==> src/pkg/mpdp_pkg.sv <==
// Purpose: shared constants and types of the port data path
// Assumes: core clock of 200 MHz on both ends
// Notes: link clock periods come from the two documented rates
package mpdp_pkg;
  // nibble layout, bit 0 is the least significant
  localparam int NIBBLE_W = 4;
  localparam int NIBBLE_LSB = 0;
  localparam logic [NIBBLE_W-1:0] IDLE_NIBBLE = 4'h0;
  // clock rates in kHz
  localparam int CORE_CLK_KHZ = 200000;
  localparam int LINK_FAST_KHZ = 25000;
  localparam int LINK_SLOW_KHZ = 2500;
  // core cycles per half period of the link clocks
  localparam int DIV_W = 6;
  localparam logic [DIV_W-1:0] HALF_FAST = DIV_W'(CORE_CLK_KHZ / (2 * LINK_FAST_KHZ));
  localparam logic [DIV_W-1:0] HALF_SLOW = DIV_W'(CORE_CLK_KHZ / (2 * LINK_SLOW_KHZ));
  localparam logic [DIV_W-1:0] DIV_ONE = 6'h01;
  localparam logic [DIV_W-1:0] DIV_ZERO = 6'h00;
  // transmit path state, one-hot
  typedef enum logic [2:0] {
    TX_IDLE = 3'h1,
    TX_DATA = 3'h2,
    TX_HALT = 3'h4
  } mpdp_tx_state_t;
endpackage : mpdp_pkg

==> src/pkg/mpdp_if.sv <==
// Purpose: media independent pins between the port and its controller
// Assumes: all pins are point to point, no three-state sharing
// Notes: the port end sources both link clocks
`timescale 1ns/1ps
interface mpdp_if;
  import mpdp_pkg::*;
  logic portTxClock;
  logic [NIBBLE_W-1:0] portTxNibble;
  logic portTxEnable;
  logic portTxError;
  logic portRxClock;
  logic [NIBBLE_W-1:0] portRxNibble;
  logic portRxValid;
  logic portRxError;
  logic portCollision;
  logic portCarrierSense;

  modport phy (
    output portTxClock, portRxClock, portRxNibble, portRxValid, portRxError,
    output portCollision, portCarrierSense,
    input portTxNibble, portTxEnable, portTxError
  );

  modport mac (
    input portTxClock, portRxClock, portRxNibble, portRxValid, portRxError,
    input portCollision, portCarrierSense,
    output portTxNibble, portTxEnable, portTxError
  );
endinterface : mpdp_if

==> src/verilog/mpdp_phy_end.sv <==
// Purpose: port end of the media independent data path
// Assumes: line side runs on core_clk; speed and duplex come from outside
// Notes: link clocks are divided from core_clk and driven out
// Operation
// - port makes transmit clock, 2.5/25 MHz
// - port makes receive clock, 2.5/25 MHz
// - controller changes tx nibble on tx clock
// - tx nibble bit zero is least significant
// - only four tx nibble lines are sampled
// - controller holds tx enable with data
// - controller flags tx stream errors
// - tx error at 100 Mbps sends halt code
// - rx nibble changes with receive clock
// - rx valid marks exactly valid nibbles
// - rx error flags invalid line symbols
// - collision follows line, off in full duplex
// - carrier sense: tx or rx, rx only full
`timescale 1ns/1ps
module mpdp_phy_end (
  // clock and reset
  input wire logic core_clk,
  input wire logic resetn,
  // controller pins
  mpdp_if.phy link,
  // mode
  input wire logic speed100,
  input wire logic fullDuplex,
  // transmit toward the line
  output logic [mpdp_pkg::NIBBLE_W-1:0] lineTxNibble,
  output logic lineTxValid,
  output logic lineTxHalt,
  output logic lineTxStrobe,
  // receive from the line
  input wire logic [mpdp_pkg::NIBBLE_W-1:0] lineRxNibble,
  input wire logic lineRxValid,
  input wire logic lineRxSymbolError,
  input wire logic lineRxActive,
  input wire logic lineCollision,
  output logic lineRxTake
);
  import mpdp_pkg::*;

  ////////////////////////////////////////////////////////////////////////////
  // helpers

  // half period of a link clock in core cycles for the current speed
  function automatic logic [DIV_W-1:0] halfCount(input logic fast);
    halfCount = fast ? HALF_FAST : HALF_SLOW;
  endfunction : halfCount

  // last count before a link clock toggles
  function automatic logic atToggle(input logic [DIV_W-1:0] cnt, input logic fast);
    atToggle = (cnt >= halfCount(fast) - DIV_ONE);
  endfunction : atToggle

  ////////////////////////////////////////////////////////////////////////////
  // declarations

  logic [DIV_W-1:0] txDiv;
  logic [DIV_W-1:0] rxDiv;
  logic txClk;
  logic rxClk;
  logic txRise;
  logic rxFall;
  logic [NIBBLE_W-1:0] txNibbleMeta;
  logic [NIBBLE_W-1:0] txNibbleSync;
  logic txEnableMeta;
  logic txEnableSync;
  logic txErrorMeta;
  logic txErrorSync;
  logic [NIBBLE_W-1:0] rxNibble;
  logic rxValid;
  logic rxError;
  logic collision;
  logic carrierSense;
  mpdp_tx_state_t txState;
  mpdp_tx_state_t next_txState;

  assign link.portTxClock = txClk;
  assign link.portRxClock = rxClk;
  assign link.portRxNibble = rxNibble;
  assign link.portRxValid = rxValid;
  assign link.portRxError = rxError;
  assign link.portCollision = collision;
  assign link.portCarrierSense = carrierSense;

  ////////////////////////////////////////////////////////////////////////////
  // transmit clock divider

  always_ff @(posedge core_clk or negedge resetn) begin
    if (!resetn) begin
      txDiv <= DIV_ZERO;
      txClk <= 1'h0;
    end else if (atToggle(txDiv, speed100)) begin
      txDiv <= DIV_ZERO;
      txClk <= ~txClk;
    end else begin
      txDiv <= txDiv + DIV_ONE;
    end
  end

  // cycle in which the transmit clock goes high
  assign txRise = atToggle(txDiv, speed100) && !txClk;

  ////////////////////////////////////////////////////////////////////////////
  // receive clock divider

  always_ff @(posedge core_clk or negedge resetn) begin
    if (!resetn) begin
      rxDiv <= DIV_ZERO;
      rxClk <= 1'h0;
    end else if (atToggle(rxDiv, speed100)) begin
      rxDiv <= DIV_ZERO;
      rxClk <= ~rxClk;
    end else begin
      rxDiv <= rxDiv + DIV_ONE;
    end
  end

  // cycle in which the receive clock goes low
  assign rxFall = atToggle(rxDiv, speed100) && rxClk;

  ////////////////////////////////////////////////////////////////////////////
  // controller pin synchronisers

  always_ff @(posedge core_clk or negedge resetn) begin
    if (!resetn) begin
      txNibbleMeta <= IDLE_NIBBLE;
      txNibbleSync <= IDLE_NIBBLE;
      txEnableMeta <= 1'h0;
      txEnableSync <= 1'h0;
      txErrorMeta <= 1'h0;
      txErrorSync <= 1'h0;
    end else begin
      txNibbleMeta <= link.portTxNibble[NIBBLE_W-1:NIBBLE_LSB];
      txNibbleSync <= txNibbleMeta;
      txEnableMeta <= link.portTxEnable;
      txEnableSync <= txEnableMeta;
      txErrorMeta <= link.portTxError;
      txErrorSync <= txErrorMeta;
    end
  end

  ////////////////////////////////////////////////////////////////////////////
  // transmit path state

  // the controller moves its pins just after a rising edge, so the
  // synchronised copy is settled by the next rising edge
  always_comb begin
    next_txState = txState;
    case (txState)
      TX_IDLE, TX_DATA, TX_HALT: begin
        if (txRise) begin
          if (!txEnableSync) begin
            next_txState = TX_IDLE;
          end else if (txErrorSync && speed100) begin
            next_txState = TX_HALT;
          end else begin
            next_txState = TX_DATA;
          end
        end
      end
      default: begin
        next_txState = TX_IDLE;
      end
    endcase
  end

  always_ff @(posedge core_clk or negedge resetn) begin
    if (!resetn) begin
      txState <= TX_IDLE;
    end else begin
      txState <= next_txState;
    end
  end

  ////////////////////////////////////////////////////////////////////////////
  // transmit toward the line

  always_ff @(posedge core_clk or negedge resetn) begin
    if (!resetn) begin
      lineTxNibble <= IDLE_NIBBLE;
      lineTxValid <= 1'h0;
      lineTxHalt <= 1'h0;
      lineTxStrobe <= 1'h0;
    end else begin
      lineTxStrobe <= txRise;
      if (txRise) begin
        // error at 10 Mbps is ignored, data passes as is
        lineTxHalt <= txEnableSync && txErrorSync && speed100;
        lineTxValid <= txEnableSync;
        lineTxNibble <= txEnableSync ? txNibbleSync : IDLE_NIBBLE;
      end
    end
  end

  ////////////////////////////////////////////////////////////////////////////
  // receive toward the controller

  // outputs move on the falling edge so they stand still at the rising one
  always_ff @(posedge core_clk or negedge resetn) begin
    if (!resetn) begin
      rxNibble <= IDLE_NIBBLE;
      rxValid <= 1'h0;
      rxError <= 1'h0;
      lineRxTake <= 1'h0;
    end else begin
      lineRxTake <= rxFall;
      if (rxFall) begin
        rxNibble <= lineRxValid ? lineRxNibble : IDLE_NIBBLE;
        rxValid <= lineRxValid;
        rxError <= lineRxSymbolError;
      end
    end
  end

  ////////////////////////////////////////////////////////////////////////////
  // collision and carrier sense

  always_ff @(posedge core_clk or negedge resetn) begin
    if (!resetn) begin
      collision <= 1'h0;
    end else begin
      collision <= lineCollision && !fullDuplex;
    end
  end

  always_ff @(posedge core_clk or negedge resetn) begin
    if (!resetn) begin
      carrierSense <= 1'h0;
    end else if (fullDuplex) begin
      carrierSense <= lineRxActive;
    end else begin
      carrierSense <= lineRxActive || (txState != TX_IDLE);
    end
  end

endmodule : mpdp_phy_end

==> src/flat_wrapper.sv <==
// flat-port wrapper written by rule: the top's interface ports become plain ports
module mpdp_phy_end_flat import mpdp_pkg::*;
  (core_clk, resetn, speed100, fullDuplex, lineTxNibble, lineTxValid, lineTxHalt, lineTxStrobe, lineRxNibble, lineRxValid, lineRxSymbolError, lineRxActive, lineCollision, lineRxTake, link_portTxClock, link_portRxClock, link_portRxNibble, link_portRxValid, link_portRxError, link_portCollision, link_portCarrierSense, link_portTxNibble, link_portTxEnable, link_portTxError);
  mpdp_if link_i ();
  input wire logic core_clk;
  input wire logic resetn;
  input wire logic speed100;
  input wire logic fullDuplex;
  output logic [mpdp_pkg::NIBBLE_W-1:0] lineTxNibble;
  output logic lineTxValid;
  output logic lineTxHalt;
  output logic lineTxStrobe;
  input wire logic [mpdp_pkg::NIBBLE_W-1:0] lineRxNibble;
  input wire logic lineRxValid;
  input wire logic lineRxSymbolError;
  input wire logic lineRxActive;
  input wire logic lineCollision;
  output logic lineRxTake;
  output wire logic [$bits(link_i.portTxClock)-1:0] link_portTxClock;
  output wire logic [$bits(link_i.portRxClock)-1:0] link_portRxClock;
  output wire logic [$bits(link_i.portRxNibble)-1:0] link_portRxNibble;
  output wire logic [$bits(link_i.portRxValid)-1:0] link_portRxValid;
  output wire logic [$bits(link_i.portRxError)-1:0] link_portRxError;
  output wire logic [$bits(link_i.portCollision)-1:0] link_portCollision;
  output wire logic [$bits(link_i.portCarrierSense)-1:0] link_portCarrierSense;
  input wire logic [$bits(link_i.portTxNibble)-1:0] link_portTxNibble;
  input wire logic [$bits(link_i.portTxEnable)-1:0] link_portTxEnable;
  input wire logic [$bits(link_i.portTxError)-1:0] link_portTxError;
  assign link_portTxClock = link_i.portTxClock;
  assign link_portRxClock = link_i.portRxClock;
  assign link_portRxNibble = link_i.portRxNibble;
  assign link_portRxValid = link_i.portRxValid;
  assign link_portRxError = link_i.portRxError;
  assign link_portCollision = link_i.portCollision;
  assign link_portCarrierSense = link_i.portCarrierSense;
  assign link_i.portTxNibble = link_portTxNibble;
  assign link_i.portTxEnable = link_portTxEnable;
  assign link_i.portTxError = link_portTxError;
  mpdp_phy_end u_core (.core_clk(core_clk), .resetn(resetn), .link(link_i), .speed100(speed100), .fullDuplex(fullDuplex), .lineTxNibble(lineTxNibble), .lineTxValid(lineTxValid), .lineTxHalt(lineTxHalt), .lineTxStrobe(lineTxStrobe), .lineRxNibble(lineRxNibble), .lineRxValid(lineRxValid), .lineRxSymbolError(lineRxSymbolError), .lineRxActive(lineRxActive), .lineCollision(lineCollision), .lineRxTake(lineRxTake));
endmodule
==> config.mk <==
export PLATFORM = sky130hd
export DESIGN_NAME = mpdp_phy_end_flat
export DESIGN_NICKNAME = d
export VERILOG_FILES = /design/src/pkg/mpdp_pkg.sv /design/src/pkg/mpdp_if.sv /design/src/verilog/mpdp_phy_end.sv /design/src/flat_wrapper.sv
export SDC_FILE = /design/constraint.sdc
export NUM_CORES = 1
export LEC_CHECK = 0
export ABC_AREA = 1
export BUFFER_PORTS_ARGS = -buffer_cell sky130_fd_sc_hd__buf_4
export CAP_MARGIN = 30
export CORE_MARGIN = 5
export CORE_UTILIZATION = 45
export DETAILED_ROUTE_END_ITERATION = 7
export PLACE_DENSITY = 0.67
export SLEW_MARGIN = 20
export SYNTH_ARGS = -nofsm -noshare
export SYNTH_HDL_FRONTEND = slang
export SYNTH_SLANG_ARGS = --single-unit
==> constraint.sdc <==
create_clock -name core_clk -period 4.3 [get_ports core_clk]
set_input_delay 0.86 -clock core_clk [delete_from_list [all_inputs] [get_ports core_clk]]
set_output_delay 0.86 -clock core_clk [all_outputs]
set_load 0.1 [all_outputs]
==> run summary <==
Starting utilization of the core area = 0.475
Placement Rows = 22
Met3 wirelength from detailed routing = 231 µm
Most instantiated library cell after synthesis = sky130_fd_sc_hd__nand2_1
Count of boundary I/O pins = 36
Yosys warning total = 0
Crit start category = register
Largest net degree at the start of global routing = 46
Crit path arrival time = 0.99 ns
TNS Setup = 0 ns
Post-detailed-routing wire length = 2980 µm
Cells after synthesis = 171
Register area share after synthesis = 0.634
Critical path launch point = u_core.link.portRxClock$_DFFE_PN0N_
Clock Sink Count = 45
Buffering stage count on the worst path with inverters included = 1
Dominant cell type by area after synthesis = sky130_fd_sc_hd__dfrtp_1
Series of cell instances along the critical path = buf_4
Leading cell types by count after synthesis = 47 x sky130_fd_sc_hd__nand2_1, 44 x sky130_fd_sc_hd__dfrtp_1, 20 x sky130_fd_sc_hd__nor2_1
Path class of the lowest-slack min-delay path = register to register
First-pass GRT wire length = 5510 µm
Number of cells in the finished layout apart from fillers = 260
Uppermost signal routing layer after detailed routing = met4
Placer congestion estimate = 0.799
Final-stage net count = 235
Total placed cells including tap cells = 252
Hold path startpoint = u_core.txErrorMeta$_DFF_PN0_
Least-Margin Pin Slew = 0.535 ns
Final-report max-slew violation count = 0
Post-synth top area share = 0.619
Max-cap check violation count = 0
Clock network latency to the later pin of the worst-skew pair = 0.29 ns
Worst stage delay on the critical path = 0.39 ns
Quantity of I/O buffers inserted on ports = 35
Max clock buf depth = 2
Relative slew margins = 0.643
WHS = 0.352 ns
Ranking of synthesized cells by area = sky130_fd_sc_hd__dfrtp_1 62%, sky130_fd_sc_hd__nand2_1 9.9%, sky130_fd_sc_hd__ha_1 4.2%
Die span in x = 72.9 µm
Flip-flop and latch count after synthesis = 45
Post_cts resized = 0
Number of DRC markers after the initial detailed-route iteration = 63
CTS tree = built
Worst EP required = 3.44 ns
Post-DR vias/cell = 4.67
Final hold violations = 0
Worst setup margin = 2.45 ns
Core footprint = 3740 µm²
Antenna diode instance count = 0
Endpoint kind of the worst setup timing path = primary output
Average detailed-routed wire length per instance = 11.5 µm
Final HPWL DP = 2230 µm
Number of distinct standard cells referenced by the synthesized netlist = 20
Ys async rst share = 1.00
Final setup vio count = 0
Biggest fanout along the worst timing path = 3
Routed Antenna Nets = 0
Total via count after detailed routing = 1215
1st-pass router iterations = 4
Top flip-flop cell by instance count after synthesis = sky130_fd_sc_hd__dfrtp_1
Post-cts hold buffer count = 0
Post-synthesis net count = 195
Detailed-route wire length on metal 1 = 1310 µm
H-tree levels = 2
Status = finished, final reports clean
Fill count = 326
Number of design rule violations left after detail routing = 0
Fraction of final layout cells with drive strength greater than 1 = 0.250
Full die area = 5310 µm²
Number of synthesized flops with an enable pin = 0
Synthesized cell area = 1780 µm²
Layout overhead on the synthesized area = 21.2%
Reg-to-reg startpoint = u_core.txDiv[2]$_DFF_PN0_
CTS Root Buffer Type = sky130_fd_sc_hd__clkbuf_8
Inserted Clock Buffers = 5
Final critical path time including I/O delays and setup = 1.85 ns
Post-CTS Setup Inserts = 0
Avg Synthesized Cell Area = 10.4 µm²
Grt ovf = 0
Vias in the first global route = 1275
Critical path's top delay family = flip-flops
All-layer global routing usage = 0.136
Setup repair after global routing missed its margin = no
Clk slew on worst S/H paths = 0.08 ns
Worst setup path category = register to primary output
Total length of routed met2 wires = 1400 µm
Maximum clock skew at final layout = 0.00514 ns
Number of antenna violations at the first check in global routing = 0
DIE HEIGHT = 72.9 µm
Worst slack at placement = 2.19 ns
Period utilization = 0.430
Fmax = 540 MHz
Slowest cell on the critical path = sky130_fd_sc_hd__dfrtp_1
## cell families (layout without fill, tap and decap cells)
logic type               count (synthesis)  count (layout)  synth area share
AO/OA/AOI/OAI                           13              13            0.0464
XOR/XNOR                                 2               2           0.00985
adder cells (fa/ha/maj)                  6               6            0.0422
buffers and inverters                   17              58            0.0492
flip-flops                              45              45             0.634
AND/OR/NAND/NOR                         88              88             0.219
## registers in the layout, indices dropped and copies added (netlist names), 3 cells and up
name and flops:
u_core.rxDiv 6, u_core.txDiv 6, u_core.lineTxNibble 4, u_core.link.portRxNibble 4, u_core.txNibbleMeta 4, u_core.txNibbleSync 4
u_core.txState 3
## cell usage in the layout (no fill, tap or decap), drive strengths merged
cell type  netlist  final
inv             15     15
dfstp            1      1
and3             1      1
nand3            9      9
clkinv           0      2
nor2            20     20
buf              2     35
o21ai            8      8
o21bai           1      1
clkbuf           0      5
nand4            2      2
dfrtp           44     44
nand2           52     52
xnor2            2      2
nor3b            3      3
nor3             1      1
clkinvlp         0      1
ha               6      6
a21oi            4      4
## per-layer routing
| metal | global-route usage | up-vias |
|---|---|---|
| met2 | 0.217 | 32 |
| met5 | 0 | - |
| met1 | 0.163 | 560 |
| met3 | 0.0565 | 4 |
| met4 | 0.0553 | 0 |
| li1 | - | 619 |
## cell type report
| class | instances | area [µm²] | share of cell area |
|---|---|---|---|
| Clock buffer | 5 | 68.8 | 0.0319 |
| Timing Repair Buffer | 35 | 263 | 0.122 |
| Inverter | 15 | 56.3 | 0.0261 |
| Multi-Input combinational cell | 109 | 564 | 0.262 |
| Sequential cell | 45 | 1130 | 0.523 |
| Tap cell | 48 | 60.1 | 0.0278 |
| Clock inverter | 3 | 17.5 | 0.00812 |
## stage by stage
stage | utilization | area, µm²
final | 0.576 | 2160
after CTS | 0.576 | 2160
after detailed placement | 0.553 | 2070
after global routing | 0.576 | 2160
after global placement | 0.553 | 2070
after floorplan | - | 1780
## path summary, 6_finish.rpt
path	end	slack [ns]	cells after the start
hold / removal	u_core.txErrorSync$_DFF_PN0_	0.35	0
max in group asynchronous	u_core.txState[0]$_DFFE_PN1P_	3.38	1
hold reg to reg	u_core.txErrorSync$_DFF_PN0_	0.35	0
setup reg to reg	u_core.lineTxHalt$_DFFE_PN0P_	2.78	9
min in group asynchronous	u_core.rxDiv[3]$_DFF_PN0_	0.54	1
setup / recovery	link_portRxClock	2.45	1
Power is not shown: default switching activity piles up to over one toggle a cycle in this logic, so the estimate is an artifact.
